`src/imb_pkg.sv`:
```
// Shared register map, field positions, timing counts and states.
package imb_pkg;
	// ------------------------------------------------------------
	// Register addresses
	// ------------------------------------------------------------
	localparam logic [2:0] A_CON1 = 3'h0;
	localparam logic [2:0] A_CON2 = 3'h1;
	localparam logic [2:0] A_STAT = 3'h2;
	localparam logic [2:0] A_BAUD = 3'h3;
	localparam logic [2:0] A_BUF = 3'h4;
	localparam logic [2:0] A_FLAG = 3'h5;
	// ------------------------------------------------------------
	// Field positions and values
	// ------------------------------------------------------------
	localparam int EN_BIT = 5;
	localparam logic [3:0] MODE_MASTER = 4'h8;
	localparam int SEN_BIT = 0;
	localparam int PEN_BIT = 2;
	localparam int ACKDT_BIT = 5;
	localparam int ACKST_BIT = 6;
	localparam int GCEN_BIT = 7;
	localparam int BF_BIT = 0;
	localparam int SSEEN_BIT = 3;
	localparam int PSEEN_BIT = 4;
	localparam int SIF_BIT = 0;
	localparam int BCL_BIT = 1;
	localparam int WRITE_COLLISION_FLAG_BIT = 2;
	localparam logic [7:0] RST_BYTE = 8'h00;
	localparam logic [3:0] ACK_SLOT = 4'h8;
	localparam logic [3:0] BIT_ONE = 4'h1;
	// ------------------------------------------------------------
	// Timing
	// ------------------------------------------------------------
	localparam int unsigned CLK_HZ = 40_000_000;
	localparam int unsigned TICK_HZ = 20_000_000;
	localparam int unsigned TICK_DIV = CLK_HZ / TICK_HZ;
	localparam int TICK_W = 2;
	localparam logic [TICK_W-1:0] TICK_LAST = TICK_W'(TICK_DIV - 1);
	// ------------------------------------------------------------
	// Sequencer states
	// ------------------------------------------------------------
	typedef enum logic [9:0] {
		S_IDLE = 10'h001,
		S_STA1 = 10'h002,
		S_STA2 = 10'h004,
		S_BLO = 10'h008,
		S_BWT = 10'h010,
		S_BHI = 10'h020,
		S_PLO = 10'h040,
		S_PWT = 10'h080,
		S_PHI = 10'h100,
		S_PREL = 10'h200
	} imb_state_t;
endpackage

```
`src/imb_baud_if.sv`:
```
// Control link between the sequencer and its baud generator.
interface imb_baud_if;
	logic load;
	logic [6:0] reload;
	logic done;
	modport ctl (output load, output reload, input done);
	modport gen (input load, input reload, output done);
endinterface

```
`src/imb_sync.sv`:
```
// Two-stage synchronizer for the sampled bus lines.
module imb_sync (
	input wire logic i_clk,
	input wire logic i_sys_rst,
	input wire logic [1:0] i_async,
	output logic [1:0] o_sync
);
	typedef struct packed {
		logic [1:0] s1;
		logic [1:0] s2;
	} imb_sync_t;
	imb_sync_t q_ff;
	imb_sync_t nxt_q;
	always_comb begin
		nxt_q.s1 = i_async;
		nxt_q.s2 = q_ff.s1;
	end
	// Reset to released lines, matching an idle bus.
	always_ff @(posedge i_clk) begin
		if (i_sys_rst) begin
			q_ff <= {4'hF};
		end else begin
			q_ff <= nxt_q;
		end
	end
	assign o_sync = q_ff.s2;
endmodule // imb_sync

```
`src/imb_baud.sv`:
```
// Reload-and-count-down baud generator with its tick divider.
module imb_baud (
	input wire logic i_clk,
	input wire logic i_sys_rst,
	imb_baud_if.gen b
);
	typedef struct packed {
		logic [imb_pkg::TICK_W-1:0] div;
		logic [6:0] cnt;
		logic run;
	} imb_baud_t;
	imb_baud_t q_ff;
	imb_baud_t nxt_q;
	logic tick;
	always_comb begin
		nxt_q = q_ff;
		tick = (q_ff.div == imb_pkg::TICK_LAST);
		nxt_q.div = tick ? '0 : q_ff.div + 1'b1;
		if (b.load) begin
			nxt_q.cnt = b.reload;
			nxt_q.run = 1'b1;
		end else if (q_ff.run && tick) begin
			// A count that reached zero halts until the next reload.
			if (q_ff.cnt == 7'h00) begin
				nxt_q.run = 1'b0;
			end else begin
				nxt_q.cnt = q_ff.cnt - 7'h01;
			end
		end
	end
	always_ff @(posedge i_clk) begin
		if (i_sys_rst) begin
			q_ff <= '0;
		end else begin
			q_ff <= nxt_q;
		end
	end
	assign b.done = q_ff.run && tick && (q_ff.cnt == 7'h00);
endmodule // imb_baud

```
`src/imb_master.sv`:
```
// I2C master engine: start, byte transmit, stop and register port.
// Contract
// - Master operation only with master mode encoding and port enable set.
// - Start-seen and stop-seen clear on reset and while disabled.
// - Buffer write during a running sequence is dropped, sets write collision.
// - Low five sequence bits of control two ignore writes during Start.
// - Interrupt flag sets on start, stop, byte, acknowledge, repeated start; this engine has no repeated start.
// - Transmit first byte is address with read/write bit zero.
// - Receive first byte is address with read/write bit one.
// - Bytes move eight bits, each followed by one acknowledge bit.
// - Device makes every clock pulse, Start and Stop condition.
// - Acknowledge from slave is stored in control two bit six.
// - Interrupt flag sets at end of ninth clock of each byte.
// - Stop enable bit two makes a Stop, then raises interrupt flag.
// - Baud reload is low seven bits; buffer write starts counting.
// - Baud counter counts down to zero then halts until reloaded.
// - Two baud rollovers make one clock period.
// - At end of operation baud stops and clock holds its level.
// - Baud suspends after clock release until clock is sampled high.
// - Start: both lines high at timeout, pull data low, set start-seen.
// - One more baud period, then clear start enable, hold data low.
// - Low lines or early low clock during Start flag bus collision.
module imb_master (
	input wire logic i_clk,
	input wire logic i_sys_rst,
	input wire logic [2:0] i_addr,
	input wire logic [7:0] i_wdata,
	input wire logic i_wr,
	input wire logic i_rd,
	output logic [7:0] o_rdata,
	input wire logic i_scl,
	input wire logic i_sda,
	output logic o_scl_o,
	output logic o_scl_oe,
	output logic o_sda_o,
	output logic o_sda_oe
);
	// ------------------------------------------------------------
	// State
	// ------------------------------------------------------------
	typedef struct packed {
		imb_pkg::imb_state_t st;
		logic en;
		logic [3:0] mode;
		logic [7:0] con2;
		logic [7:0] baud;
		logic [7:0] xbuf;
		logic [7:0] sh;
		logic [3:0] bitn;
		logic bf;
		logic s_seen;
		logic p_seen;
		logic sif;
		logic bcl;
		logic write_collision_flag;
		logic scl_oe;
		logic sda_oe;
		logic [7:0] rdata;
	} imb_master_t;
	imb_master_t q_ff;
	imb_master_t nxt_q;
	logic [1:0] lines;
	logic scl_s;
	logic sda_s;
	logic master;
	logic free;
	logic wr_buf;
	imb_baud_if bif ();
	// ------------------------------------------------------------
	// Line sampling and baud generator
	// ------------------------------------------------------------
	imb_sync u_sync (
		.i_clk(i_clk),
		.i_sys_rst(i_sys_rst),
		.i_async({i_scl, i_sda}),
		.o_sync(lines)
	);
	assign scl_s = lines[1];
	assign sda_s = lines[0];
	imb_baud u_baud (
		.i_clk(i_clk),
		.i_sys_rst(i_sys_rst),
		.b(bif.gen)
	);
	assign master = q_ff.en && (q_ff.mode == imb_pkg::MODE_MASTER);
	// No operation may be queued behind a pending or running one.
	assign free = (q_ff.st == imb_pkg::S_IDLE) && (q_ff.con2[4:0] == 5'h00);
	assign wr_buf = i_wr && (i_addr == imb_pkg::A_BUF);
	// ------------------------------------------------------------
	// Next state
	// ------------------------------------------------------------
	always_comb begin
		nxt_q = q_ff;
		bif.load = 1'b0;
		bif.reload = q_ff.baud[6:0];
		nxt_q.rdata = imb_pkg::RST_BYTE;
		if (i_rd) begin
			case (i_addr)
				imb_pkg::A_CON1: nxt_q.rdata = {2'h0, q_ff.en, 1'b0, q_ff.mode};
				imb_pkg::A_CON2: nxt_q.rdata = q_ff.con2;
				imb_pkg::A_STAT: begin
					nxt_q.rdata[imb_pkg::BF_BIT] = q_ff.bf;
					nxt_q.rdata[imb_pkg::SSEEN_BIT] = q_ff.s_seen;
					nxt_q.rdata[imb_pkg::PSEEN_BIT] = q_ff.p_seen;
				end
				imb_pkg::A_BAUD: nxt_q.rdata = q_ff.baud;
				imb_pkg::A_BUF: nxt_q.rdata = q_ff.xbuf;
				imb_pkg::A_FLAG: begin
					nxt_q.rdata[imb_pkg::SIF_BIT] = q_ff.sif;
					nxt_q.rdata[imb_pkg::BCL_BIT] = q_ff.bcl;
					nxt_q.rdata[imb_pkg::WRITE_COLLISION_FLAG_BIT] = q_ff.write_collision_flag;
				end
				default: nxt_q.rdata = imb_pkg::RST_BYTE;
			endcase
		end
		if (i_wr) begin
			case (i_addr)
				imb_pkg::A_CON1: begin
					nxt_q.en = i_wdata[imb_pkg::EN_BIT];
					nxt_q.mode = i_wdata[3:0];
				end
				imb_pkg::A_CON2: begin
					nxt_q.con2[imb_pkg::GCEN_BIT] = i_wdata[imb_pkg::GCEN_BIT];
					nxt_q.con2[imb_pkg::ACKDT_BIT] = i_wdata[imb_pkg::ACKDT_BIT];
					if (free) begin
						nxt_q.con2[4:0] = i_wdata[4:0];
					end
				end
				imb_pkg::A_BAUD: nxt_q.baud = i_wdata;
				imb_pkg::A_FLAG: begin
					// Write one to clear; hardware sets below win.
					if (i_wdata[imb_pkg::SIF_BIT]) begin
						nxt_q.sif = 1'b0;
					end
					if (i_wdata[imb_pkg::BCL_BIT]) begin
						nxt_q.bcl = 1'b0;
					end
					if (i_wdata[imb_pkg::WRITE_COLLISION_FLAG_BIT]) begin
						nxt_q.write_collision_flag = 1'b0;
					end
				end
				default: nxt_q.rdata = nxt_q.rdata;
			endcase
		end
		case (q_ff.st)
			imb_pkg::S_IDLE: begin
				if (master && q_ff.con2[imb_pkg::SEN_BIT]) begin
					if (!sda_s && !scl_s) begin
						nxt_q.bcl = 1'b1;
						nxt_q.con2[imb_pkg::SEN_BIT] = 1'b0;
					end else if (sda_s && scl_s) begin
						bif.load = 1'b1;
						nxt_q.st = imb_pkg::S_STA1;
					end
				end else if (master && q_ff.con2[imb_pkg::PEN_BIT]) begin
					bif.load = 1'b1;
					nxt_q.scl_oe = 1'b1;
					nxt_q.sda_oe = 1'b1;
					nxt_q.st = imb_pkg::S_PLO;
				end
			end
			imb_pkg::S_STA1: begin
				if (!scl_s) begin
					nxt_q.bcl = 1'b1;
					nxt_q.con2[imb_pkg::SEN_BIT] = 1'b0;
					nxt_q.st = imb_pkg::S_IDLE;
				end else if (bif.done) begin
					if (sda_s) begin
						nxt_q.sda_oe = 1'b1;
						nxt_q.s_seen = 1'b1;
						nxt_q.p_seen = 1'b0;
						bif.load = 1'b1;
						nxt_q.st = imb_pkg::S_STA2;
					end else begin
						nxt_q.bcl = 1'b1;
						nxt_q.con2[imb_pkg::SEN_BIT] = 1'b0;
						nxt_q.st = imb_pkg::S_IDLE;
					end
				end
			end
			imb_pkg::S_STA2: begin
				if (bif.done) begin
					nxt_q.con2[imb_pkg::SEN_BIT] = 1'b0;
					nxt_q.sif = 1'b1;
					nxt_q.st = imb_pkg::S_IDLE;
				end
			end
			imb_pkg::S_BLO: begin
				// Data moves only once SCL is low, so no false Start or Stop.
				if (q_ff.bitn == imb_pkg::ACK_SLOT) begin
					nxt_q.sda_oe = 1'b0;
				end else begin
					nxt_q.sda_oe = !q_ff.sh[7];
				end
				if (bif.done) begin
					nxt_q.scl_oe = 1'b0;
					nxt_q.st = imb_pkg::S_BWT;
				end
			end
			imb_pkg::S_BWT: begin
				// A stretched clock still gets a full high period.
				if (scl_s) begin
					bif.load = 1'b1;
					nxt_q.st = imb_pkg::S_BHI;
				end
			end
			imb_pkg::S_BHI: begin
				if (bif.done) begin
					nxt_q.scl_oe = 1'b1;
					if (q_ff.bitn == imb_pkg::ACK_SLOT) begin
						nxt_q.con2[imb_pkg::ACKST_BIT] = sda_s;
						nxt_q.sif = 1'b1;
						nxt_q.st = imb_pkg::S_IDLE;
					end else begin
						nxt_q.bitn = q_ff.bitn + imb_pkg::BIT_ONE;
						nxt_q.sh = {q_ff.sh[6:0], 1'b0};
						if (nxt_q.bitn == imb_pkg::ACK_SLOT) begin
							nxt_q.bf = 1'b0;
						end
						bif.load = 1'b1;
						nxt_q.st = imb_pkg::S_BLO;
					end
				end
			end
			imb_pkg::S_PLO: begin
				if (bif.done) begin
					nxt_q.scl_oe = 1'b0;
					nxt_q.st = imb_pkg::S_PWT;
				end
			end
			imb_pkg::S_PWT: begin
				if (scl_s) begin
					bif.load = 1'b1;
					nxt_q.st = imb_pkg::S_PHI;
				end
			end
			imb_pkg::S_PHI: begin
				if (bif.done) begin
					nxt_q.sda_oe = 1'b0;
					bif.load = 1'b1;
					nxt_q.st = imb_pkg::S_PREL;
				end
			end
			imb_pkg::S_PREL: begin
				if (bif.done) begin
					nxt_q.p_seen = 1'b1;
					nxt_q.s_seen = 1'b0;
					nxt_q.sif = 1'b1;
					nxt_q.con2[imb_pkg::PEN_BIT] = 1'b0;
					nxt_q.st = imb_pkg::S_IDLE;
				end
			end
			default: nxt_q.st = imb_pkg::S_IDLE;
		endcase
		if (wr_buf) begin
			if (free) begin
				// The byte goes out MSB first; bit 0 is the read/write bit.
				nxt_q.xbuf = i_wdata;
				nxt_q.sh = i_wdata;
				nxt_q.bf = 1'b1;
				if (master) begin
					nxt_q.bitn = 4'h0;
					nxt_q.scl_oe = 1'b1;
					bif.load = 1'b1;
					nxt_q.st = imb_pkg::S_BLO;
				end
			end else begin
				nxt_q.write_collision_flag = 1'b1;
			end
		end
		if (!master) begin
			// Leaving master mode releases the bus at once.
			nxt_q.st = imb_pkg::S_IDLE;
			nxt_q.scl_oe = 1'b0;
			nxt_q.sda_oe = 1'b0;
		end
		if (!q_ff.en) begin
			nxt_q.s_seen = 1'b0;
			nxt_q.p_seen = 1'b0;
		end
	end
	// ------------------------------------------------------------
	// Registers and outputs
	// ------------------------------------------------------------
	always_ff @(posedge i_clk) begin
		if (i_sys_rst) begin
			q_ff <= '0;
			q_ff.st <= imb_pkg::S_IDLE;
		end else begin
			q_ff <= nxt_q;
		end
	end
	// Open drain: the pin is only ever pulled low or released.
	assign o_scl_o = 1'b0;
	assign o_sda_o = 1'b0;
	assign o_scl_oe = q_ff.scl_oe;
	assign o_sda_oe = q_ff.sda_oe;
	assign o_rdata = q_ff.rdata;
	// ------------------------------------------------------------
	// Assertions
	// ------------------------------------------------------------
	AST_NOT_MASTER: assert property (@(posedge i_clk) disable iff (i_sys_rst)
		!master |=> !o_scl_oe && !o_sda_oe)
		else $error("bus driven outside master mode");
	AST_SEEN_CLR: assert property (@(posedge i_clk) disable iff (i_sys_rst)
		!q_ff.en |=> !q_ff.s_seen && !q_ff.p_seen)
		else $error("seen bits not cleared while disabled");
	AST_WRITE_COLLISION_FLAG: assert property (@(posedge i_clk) disable iff (i_sys_rst)
		wr_buf && !free |=> q_ff.write_collision_flag && $stable(q_ff.xbuf))
		else $error("busy buffer write not rejected");
	AST_CON2_LOCK: assert property (@(posedge i_clk) disable iff (i_sys_rst)
		i_wr && i_addr == imb_pkg::A_CON2
		&& ((q_ff.st == imb_pkg::S_STA1 && scl_s && sda_s)
		|| (q_ff.st == imb_pkg::S_STA2 && !bif.done))
		|=> q_ff.con2[4:0] == $past(q_ff.con2[4:0]))
		else $error("sequence bits changed during start");
	AST_ACKNOWLEDGE_STATUS_BIT: assert property (@(posedge i_clk) disable iff (i_sys_rst)
		q_ff.st == imb_pkg::S_BHI && bif.done && q_ff.bitn == 4'h8 && master
		|=> q_ff.con2[6] == $past(sda_s) && q_ff.sif)
		else $error("acknowledge not stored");
	AST_NINE: assert property (@(posedge i_clk) disable iff (i_sys_rst)
		wr_buf && free && master
		|=> (q_ff.st == imb_pkg::S_BLO && q_ff.bitn == 4'h0)
		##[1:1000] q_ff.bitn == 4'h8)
		else $error("byte did not reach the ninth clock");
	AST_STOP: assert property (@(posedge i_clk) disable iff (i_sys_rst)
		q_ff.st == imb_pkg::S_PREL && bif.done && master
		|=> q_ff.p_seen && q_ff.sif && !q_ff.con2[2])
		else $error("stop completion missing");
	AST_START: assert property (@(posedge i_clk) disable iff (i_sys_rst)
		q_ff.st == imb_pkg::S_STA1 && bif.done && scl_s && sda_s && master
		|=> o_sda_oe && q_ff.s_seen && q_ff.st == imb_pkg::S_STA2)
		else $error("start edge not driven");
	AST_START_END: assert property (@(posedge i_clk) disable iff (i_sys_rst)
		q_ff.st == imb_pkg::S_STA2 && bif.done && master
		|=> !q_ff.con2[0] && o_sda_oe && q_ff.st == imb_pkg::S_IDLE)
		else $error("start not completed");
	AST_BCL: assert property (@(posedge i_clk) disable iff (i_sys_rst)
		q_ff.st == imb_pkg::S_STA1 && !scl_s && master
		|=> q_ff.bcl && q_ff.st == imb_pkg::S_IDLE)
		else $error("collision not flagged");
	AST_ARB: assert property (@(posedge i_clk) disable iff (i_sys_rst)
		q_ff.st == imb_pkg::S_BWT && !scl_s && master && !wr_buf
		|=> q_ff.st == imb_pkg::S_BWT)
		else $error("baud ran while clock held low");
	AST_HOLD: assert property (@(posedge i_clk) disable iff (i_sys_rst)
		q_ff.st == imb_pkg::S_IDLE && master && q_ff.con2[4:0] == 5'h00
		&& !i_wr |=> $stable(o_scl_oe))
		else $error("clock moved while idle");
endmodule // imb_master

```
`config.mk`:
```
export PLATFORM = sky130hd
export DESIGN_NAME = imb_master
export DESIGN_NICKNAME = d
export VERILOG_FILES = /design/src/imb_pkg.sv /design/src/imb_baud_if.sv /design/src/imb_sync.sv /design/src/imb_baud.sv /design/src/imb_master.sv
export SDC_FILE = /design/constraint.sdc
export NUM_CORES = 1
export LEC_CHECK = 0
export ABC_CLOCK_PERIOD_IN_PS = 2450
export BUFFER_PORTS_ARGS = -buffer_cell sky130_fd_sc_hd__buf_2
export CORE_ASPECT_RATIO = 0.7
export CORE_MARGIN = 5
export CORE_UTILIZATION = 50
export DETAILED_ROUTE_END_ITERATION = 8
export PLACE_DENSITY = 0.71
export RECOVER_POWER = 50
export SLEW_MARGIN = 20
export SYNTH_ARGS = -nofsm -noshare
export SYNTH_HDL_FRONTEND = slang
export SYNTH_SLANG_ARGS = --single-unit
```
`constraint.sdc`:
```
create_clock -name i_clk -period 2.45 [get_ports i_clk]
set_input_delay 0.1225 -clock i_clk [delete_from_list [all_inputs] [get_ports i_clk]]
set_output_delay 0.1225 -clock i_clk [all_outputs]
set_load 0.02 [all_outputs]
```
# Yosys cells after proc, flatten, opt, wreduce, memory -nomap -nowiden
# Cells that the tools add are included.
# totals
regBits,81
inputBits,17
out_inout_bits,12
elab_cells,190
# op_classes
n_addsub,3
eq_ne,27
mux,96
bitwise_logic,3
n_reduce_logical,36
# op_table
cell,n
2-to-1 mux 10 bit,15
case mux 10 bit (9 select lines),1
2-to-1 mux 13 bit,5
2-to-1 mux 1 bit,45
2-to-1 mux 8 bit,3
case mux 2 bit (5 select lines),2
2-to-1 mux 3 bit,6
OR reduction 2 bit,7
== test 4 bit (second input constant),3
2-to-1 mux 2 bit,6
case mux 3 bit (4 select lines),1
AND reduction 2 bit,6
2-to-1 mux 11 bit,1
== test 10 x 1 -> 1 bit (second input constant),1
== test 10 bit (second input constant),1
== test 10 x 2 -> 1 bit (second input constant),1
== test 10 x 3 -> 1 bit (second input constant),1
== test 10 x 4 -> 1 bit (second input constant),1
== test 10 x 5 -> 1 bit (second input constant),1
== test 10 x 6 -> 1 bit (second input constant),1
== test 10 x 7 -> 1 bit (second input constant),1
== test 10 x 8 -> 1 bit (second input constant),1
== test 10 x 9 -> 1 bit (second input constant),1
!= test 2 bit (second input constant),5
27 further kinds,49

# Logic depth before layout (Yosys ltp)
# logic_depth
ltp_word,11
ltp_mapped,9
mapped_depth_nobuf,7

# Cells and area by module
# Synthesis repeated with hierarchy kept, for this count alone.
# hier_totals
hier_cells,512
area_unflattened_um2,4347.9
# modules_own_cells
module,instances,cells_per_inst,area_each_um2,seq_area_each_um2
imb_master,1,439,3702.3,1341.3
imb_baud,1,65,540.5,200.2
imb_sync,1,8,105.1,80.1

# Worst setup path after synthesis
# No wires, ideal clock.
# synth_timing
path_kind,register to register
from,register u_baud.q_ff[3] (netlist bit)
to,register u_baud.q_ff[1] (netlist bit)
setup_time_ns,0.121
arrival_time_ns,2.259
required_ns,2.329
path_slack_ns,0.069
path_stages_with_launch,8
n_path_buf,2
synth_period_minus_slack_ns,2.381
cell_sequence,dfxtp_1 or4_4 buf_6 or3_4 o32ai_2 or4_1 buf_6 mux2_4
# synth_between
elab_chain_len,10
elab_cells_between_ends,14
cone_classes,1 x eq/ne; 9 x mux; 4 x reduce/logical
# synth_rtl
item,line,source
from (decl),imb_baud.sv:12,imb_baud_t q_ff;
from (signal assigned),imb_baud.sv:35,q_ff <= nxt_q;
zero test 7 bit *,"imb_baud.sv:24, imb_baud.sv:38",
logical AND 1 bit,imb_baud.sv:38,assign b.done = q_ff.run && tick && (q_ff.cnt == 7'h00);
2-to-1 mux 1 bit,imb_master.sv:167,end else if (bif.done) begin
2-to-1 mux 1 bit,imb_master.sv:163,if (!scl_s) begin
case mux 1 bit (5 select lines),imb_master.sv:145,case (q_ff.st)
2-to-1 mux 1 bit,imb_master.sv:261,if (master) begin
2-to-1 mux 1 bit,imb_master.sv:256,if (free) begin
2-to-1 mux 1 bit,imb_master.sv:255,if (wr_buf) begin
!= test 2 bit (no line) / nonzero test 2 bit (equally long branches),n/a,
AND reduction 2 bit (no line),n/a,
# Every way passes the cells marked *; elsewhere a longest branch is shown, timed or not.
# A chain may end at the register's enable or synchronous reset.

# Worst setup path after layout
# layout_timing
from,register u_baud.q_ff[4] (netlist bit)
to,register u_baud.q_ff[1] (netlist bit)
# Same word-level chain as after synthesis.

==> impl_metrics.json <==
{
  "power_density_nw_per_um2": 595,
  "power.total_mw": 2.95,
  "grt_pass1_vias": 3635,
  "cpPeakStageDelay_ns": 0.57,
  "path_class": "flop to flop",
  "cts_tree": "yes",
  "worst_ep_arrival_time_ns": 2.55,
  "worst-path-buf-inv": 1,
  "critPathLaunchType": "flop",
  "syn_to_final_growth_pct": 14.6,
  "rrSetupSlack_ns": 0.12,
  "p_leak_nw": 1.82,
  "die_x_microns": 121,
  "vias": 3919,
  "cts_root_buf": "clkbuf_16",
  "hpwl_microns": 8410,
  "dieArea_sq_um": 10600,
  "cts_buffer_depth": 2,
  "clkSlewWorstSetupHoldPaths_ns": 0.06,
  "fin_hold_ws_ns": 0.0541,
  "post_cts_buffers": 0,
  "hold_violations": 0,
  "diodes": 0,
  "synth-seq-area-share": 0.375,
  "cts.sinks": 81,
  "grt_pass1_wl_microns": 18600,
  "outcome": "finished, final reports clean",
  "synth_edf_count": 0,
  "mostFrequentLayoutCell": "dfxtp_1",
  "r2r_cells": 6,
  "synthesis.area_sq_um": 4320,
  "die_y_microns": 87.8,
  "first_iter_violations": 441,
  "wl_microns": 11400,
  "cpLargestDelayFamily": "simple AND/OR/NAND/NOR gates",
  "clock_tree.htree_level_count": 3,
  "crit_path_cell_trace": "or4_4 -> or3_4 -> o32ai_2 -> or4_4 -> buf_12 -> mux2_4",
  "regToRegStartpoint": "u_baud.q_ff[4]",
  "synthesis.instances": 527,
  "cp-startpoint": "u_baud.q_ff[4]",
  "cpMostUsedCell": "or4_4",
  "ys_warn_count": 0,
  "nFillCells": 777,
  "worst_ep_required_time_ns": 2.67,
  "portBuffers": 26,
  "drc": 0,
  "wl_per_cell_microns": 16.7,
  "numCtsBuffers": 9,
  "clock.fmax_mhz": 429,
  "cp-end-kind": "flop",
  "ant_nets": 0,
  "final_cell_mix": "dfxtp_1 (81), nor2_1 (59), nand2_1 (58)",
  "coreArea_sq_um": 8440,
  "clk_latency_ns": 0.33,
  "synth_seq_cells": 81,
  "drive_above_1_share": 0.159,
  "maxCapViolCount": 0,
  "setup-tns-final_ns": 0,
  "grt_use_total": 0.223,
  "hold_start": "i_wdata[6]",
  "start_util": 0.512,
  "ios": 29,
  "rows": 28,
  "dr.pass1.iters": 5,
  "vdd_drop_max_uv": 428,
  "antenna_found_initial": 0,
  "setup_slack_ns": 0.121,
  "holdPathEnd": "bif.reload[6]",
  "drv_slew": 0,
  "gp_congestion": 0.908,
  "post-place-ws_ns": 0.0524,
  "fin_crit_sh": 0.950,
  "async_flop_share": 0,
  "fin_crit_ns": 2.33,
  "tightest_slew_ns": 1.10,
  "skew_ns": 0.00661,
  "grt.overflow.total": 0,
  "finalSetupViolations": 0,
  "avgSynthCellArea_sq_um": 8.21,
  "crit_fanout": 7,
  "crit_slowest_cell": "or4_4",
  "ys.flop_type": "dfxtp_1",
  "yosysUniqueCellTypes": 64,
  "grt_max_degree": 35,
  "viasPerCell": 5.75,
  "rsz0062_at_grt": "no",
  "r2r_end": "u_baud.q_ff[1]",
  "nets": 578,
  "min_path_cells": 3,
  "hold_path_class": "input pin to flop",
  "slew_headroom": 0.263
}
worst min-delay path, delay by kind of cell:
family / cells / cell delay (ns)
simple gates: 1 / 0.05
compound gates: 1 / 0.05
buf+inv: 1 / 0.12
how the worst max path moves through the flow:
stage                endpoint  slack [ns]  cells past startpoint
6_report       u_baud.q_ff[1]        0.12                      6
5_1_grt              q_ff[21]        0.04                      6
4_1_cts        u_baud.q_ff[5]        0.04                      6
3_5_place_dp   u_baud.q_ff[5]        0.05                      6
3_3_place_gp   u_baud.q_ff[3]        0.05                      7
2_1_floorplan  u_baud.q_ff[1]        0.07                      7
cell type report:
type	count	area, sq um	area share
Timing Repair Buffer	63	400	0.0808
Clock inverter	4	76.3	0.0154
Sequential cell	81	1620	0.327
Clock buffer	12	246	0.0497
Tap cell	120	150	0.0303
Multi-Input combinational cell	391	2420	0.489
Inverter	10	37.5	0.00757
registers in the layout (all words and copies together) (netlist names):
signal and cells:
bif.reload 7, o_rdata 8, o_scl_oe 1, o_sda_oe 1, q_ff 50, u_baud.q_ff 10
u_sync.nxt_q 2, u_sync.o_sync 2
synth_stat cells, types with 5 or more instances:
| library cell | instances | share of area |
|---|---|---|
| a211oi_1 | 11 | 0.019 |
| a21oi_1 | 44 | 0.051 |
| a22oi_1 | 8 | 0.014 |
| a31oi_1 | 5 | 0.0072 |
| and3_1 | 6 | 0.0087 |
| buf_2 | 8 | 0.0093 |
| buf_4 | 13 | 0.023 |
| clkbuf_1 | 19 | 0.016 |
| dfxtp_1 | 81 | 0.38 |
| ha_1 | 5 | 0.014 |
| inv_1 | 10 | 0.0087 |
| mux2_4 | 6 | 0.021 |
| mux2i_1 | 21 | 0.049 |
| nand2_1 | 58 | 0.050 |
| nand2b_1 | 7 | 0.010 |
| nand3_1 | 14 | 0.016 |
| nand4_1 | 6 | 0.0087 |
| nor2_1 | 59 | 0.051 |
| nor2b_1 | 17 | 0.025 |
| nor3_1 | 17 | 0.020 |
| o211ai_1 | 7 | 0.012 |
| o21ai_0 | 19 | 0.022 |
| xnor2_1 | 5 | 0.010 |
| xor2_1 | 8 | 0.016 |
per-layer routing:
metal  track usage  share of wire  up-vias
met5             0              0        -
met4        0.0509          0.011        0
met3        0.0742          0.099       16
met2         0.327           0.42      159
met1         0.319           0.47     1831
li1              -              -     1913
repair_timing:
item,4_1_cts,5_1_grt
setup endpoints to repair,0,6
hold buffers,2,0
gates resized for setup,0,1
hold endpoints to repair,2,0
power by group:
group	switching (mW)	internal [mW]	leakage [nW]
combinational	0.0996	0.0557	1.01
clock	0.516	0.922	0.153
sequential	0.0164	1.34	0.655
total	0.632	2.32	1.82
per-stage QoR:
stage	instance area, sq um	cells	utilization
after detailed placement	4640	663	0.549
after global routing	4960	681	0.587
final	4960	681	0.587
after floorplan	4330	528	-
after CTS	4980	681	0.590
after global placement	4640	663	0.549
cell families after synthesis:
logic type | count (synthesis) | synth area share
AO/OA/AOI/OAI | 115 | 0.169
XOR/XNOR | 13 | 0.0263
adder cells (fa/ha/maj) | 5 | 0.0145
buffers and inverters | 56 | 0.0660
flip-flops | 81 | 0.375
multiplexers | 31 | 0.0799
other | 1 | 0.000867
AND/OR/NAND/NOR | 225 | 0.269
Note: power is estimated with default switching activity, not from simulation.
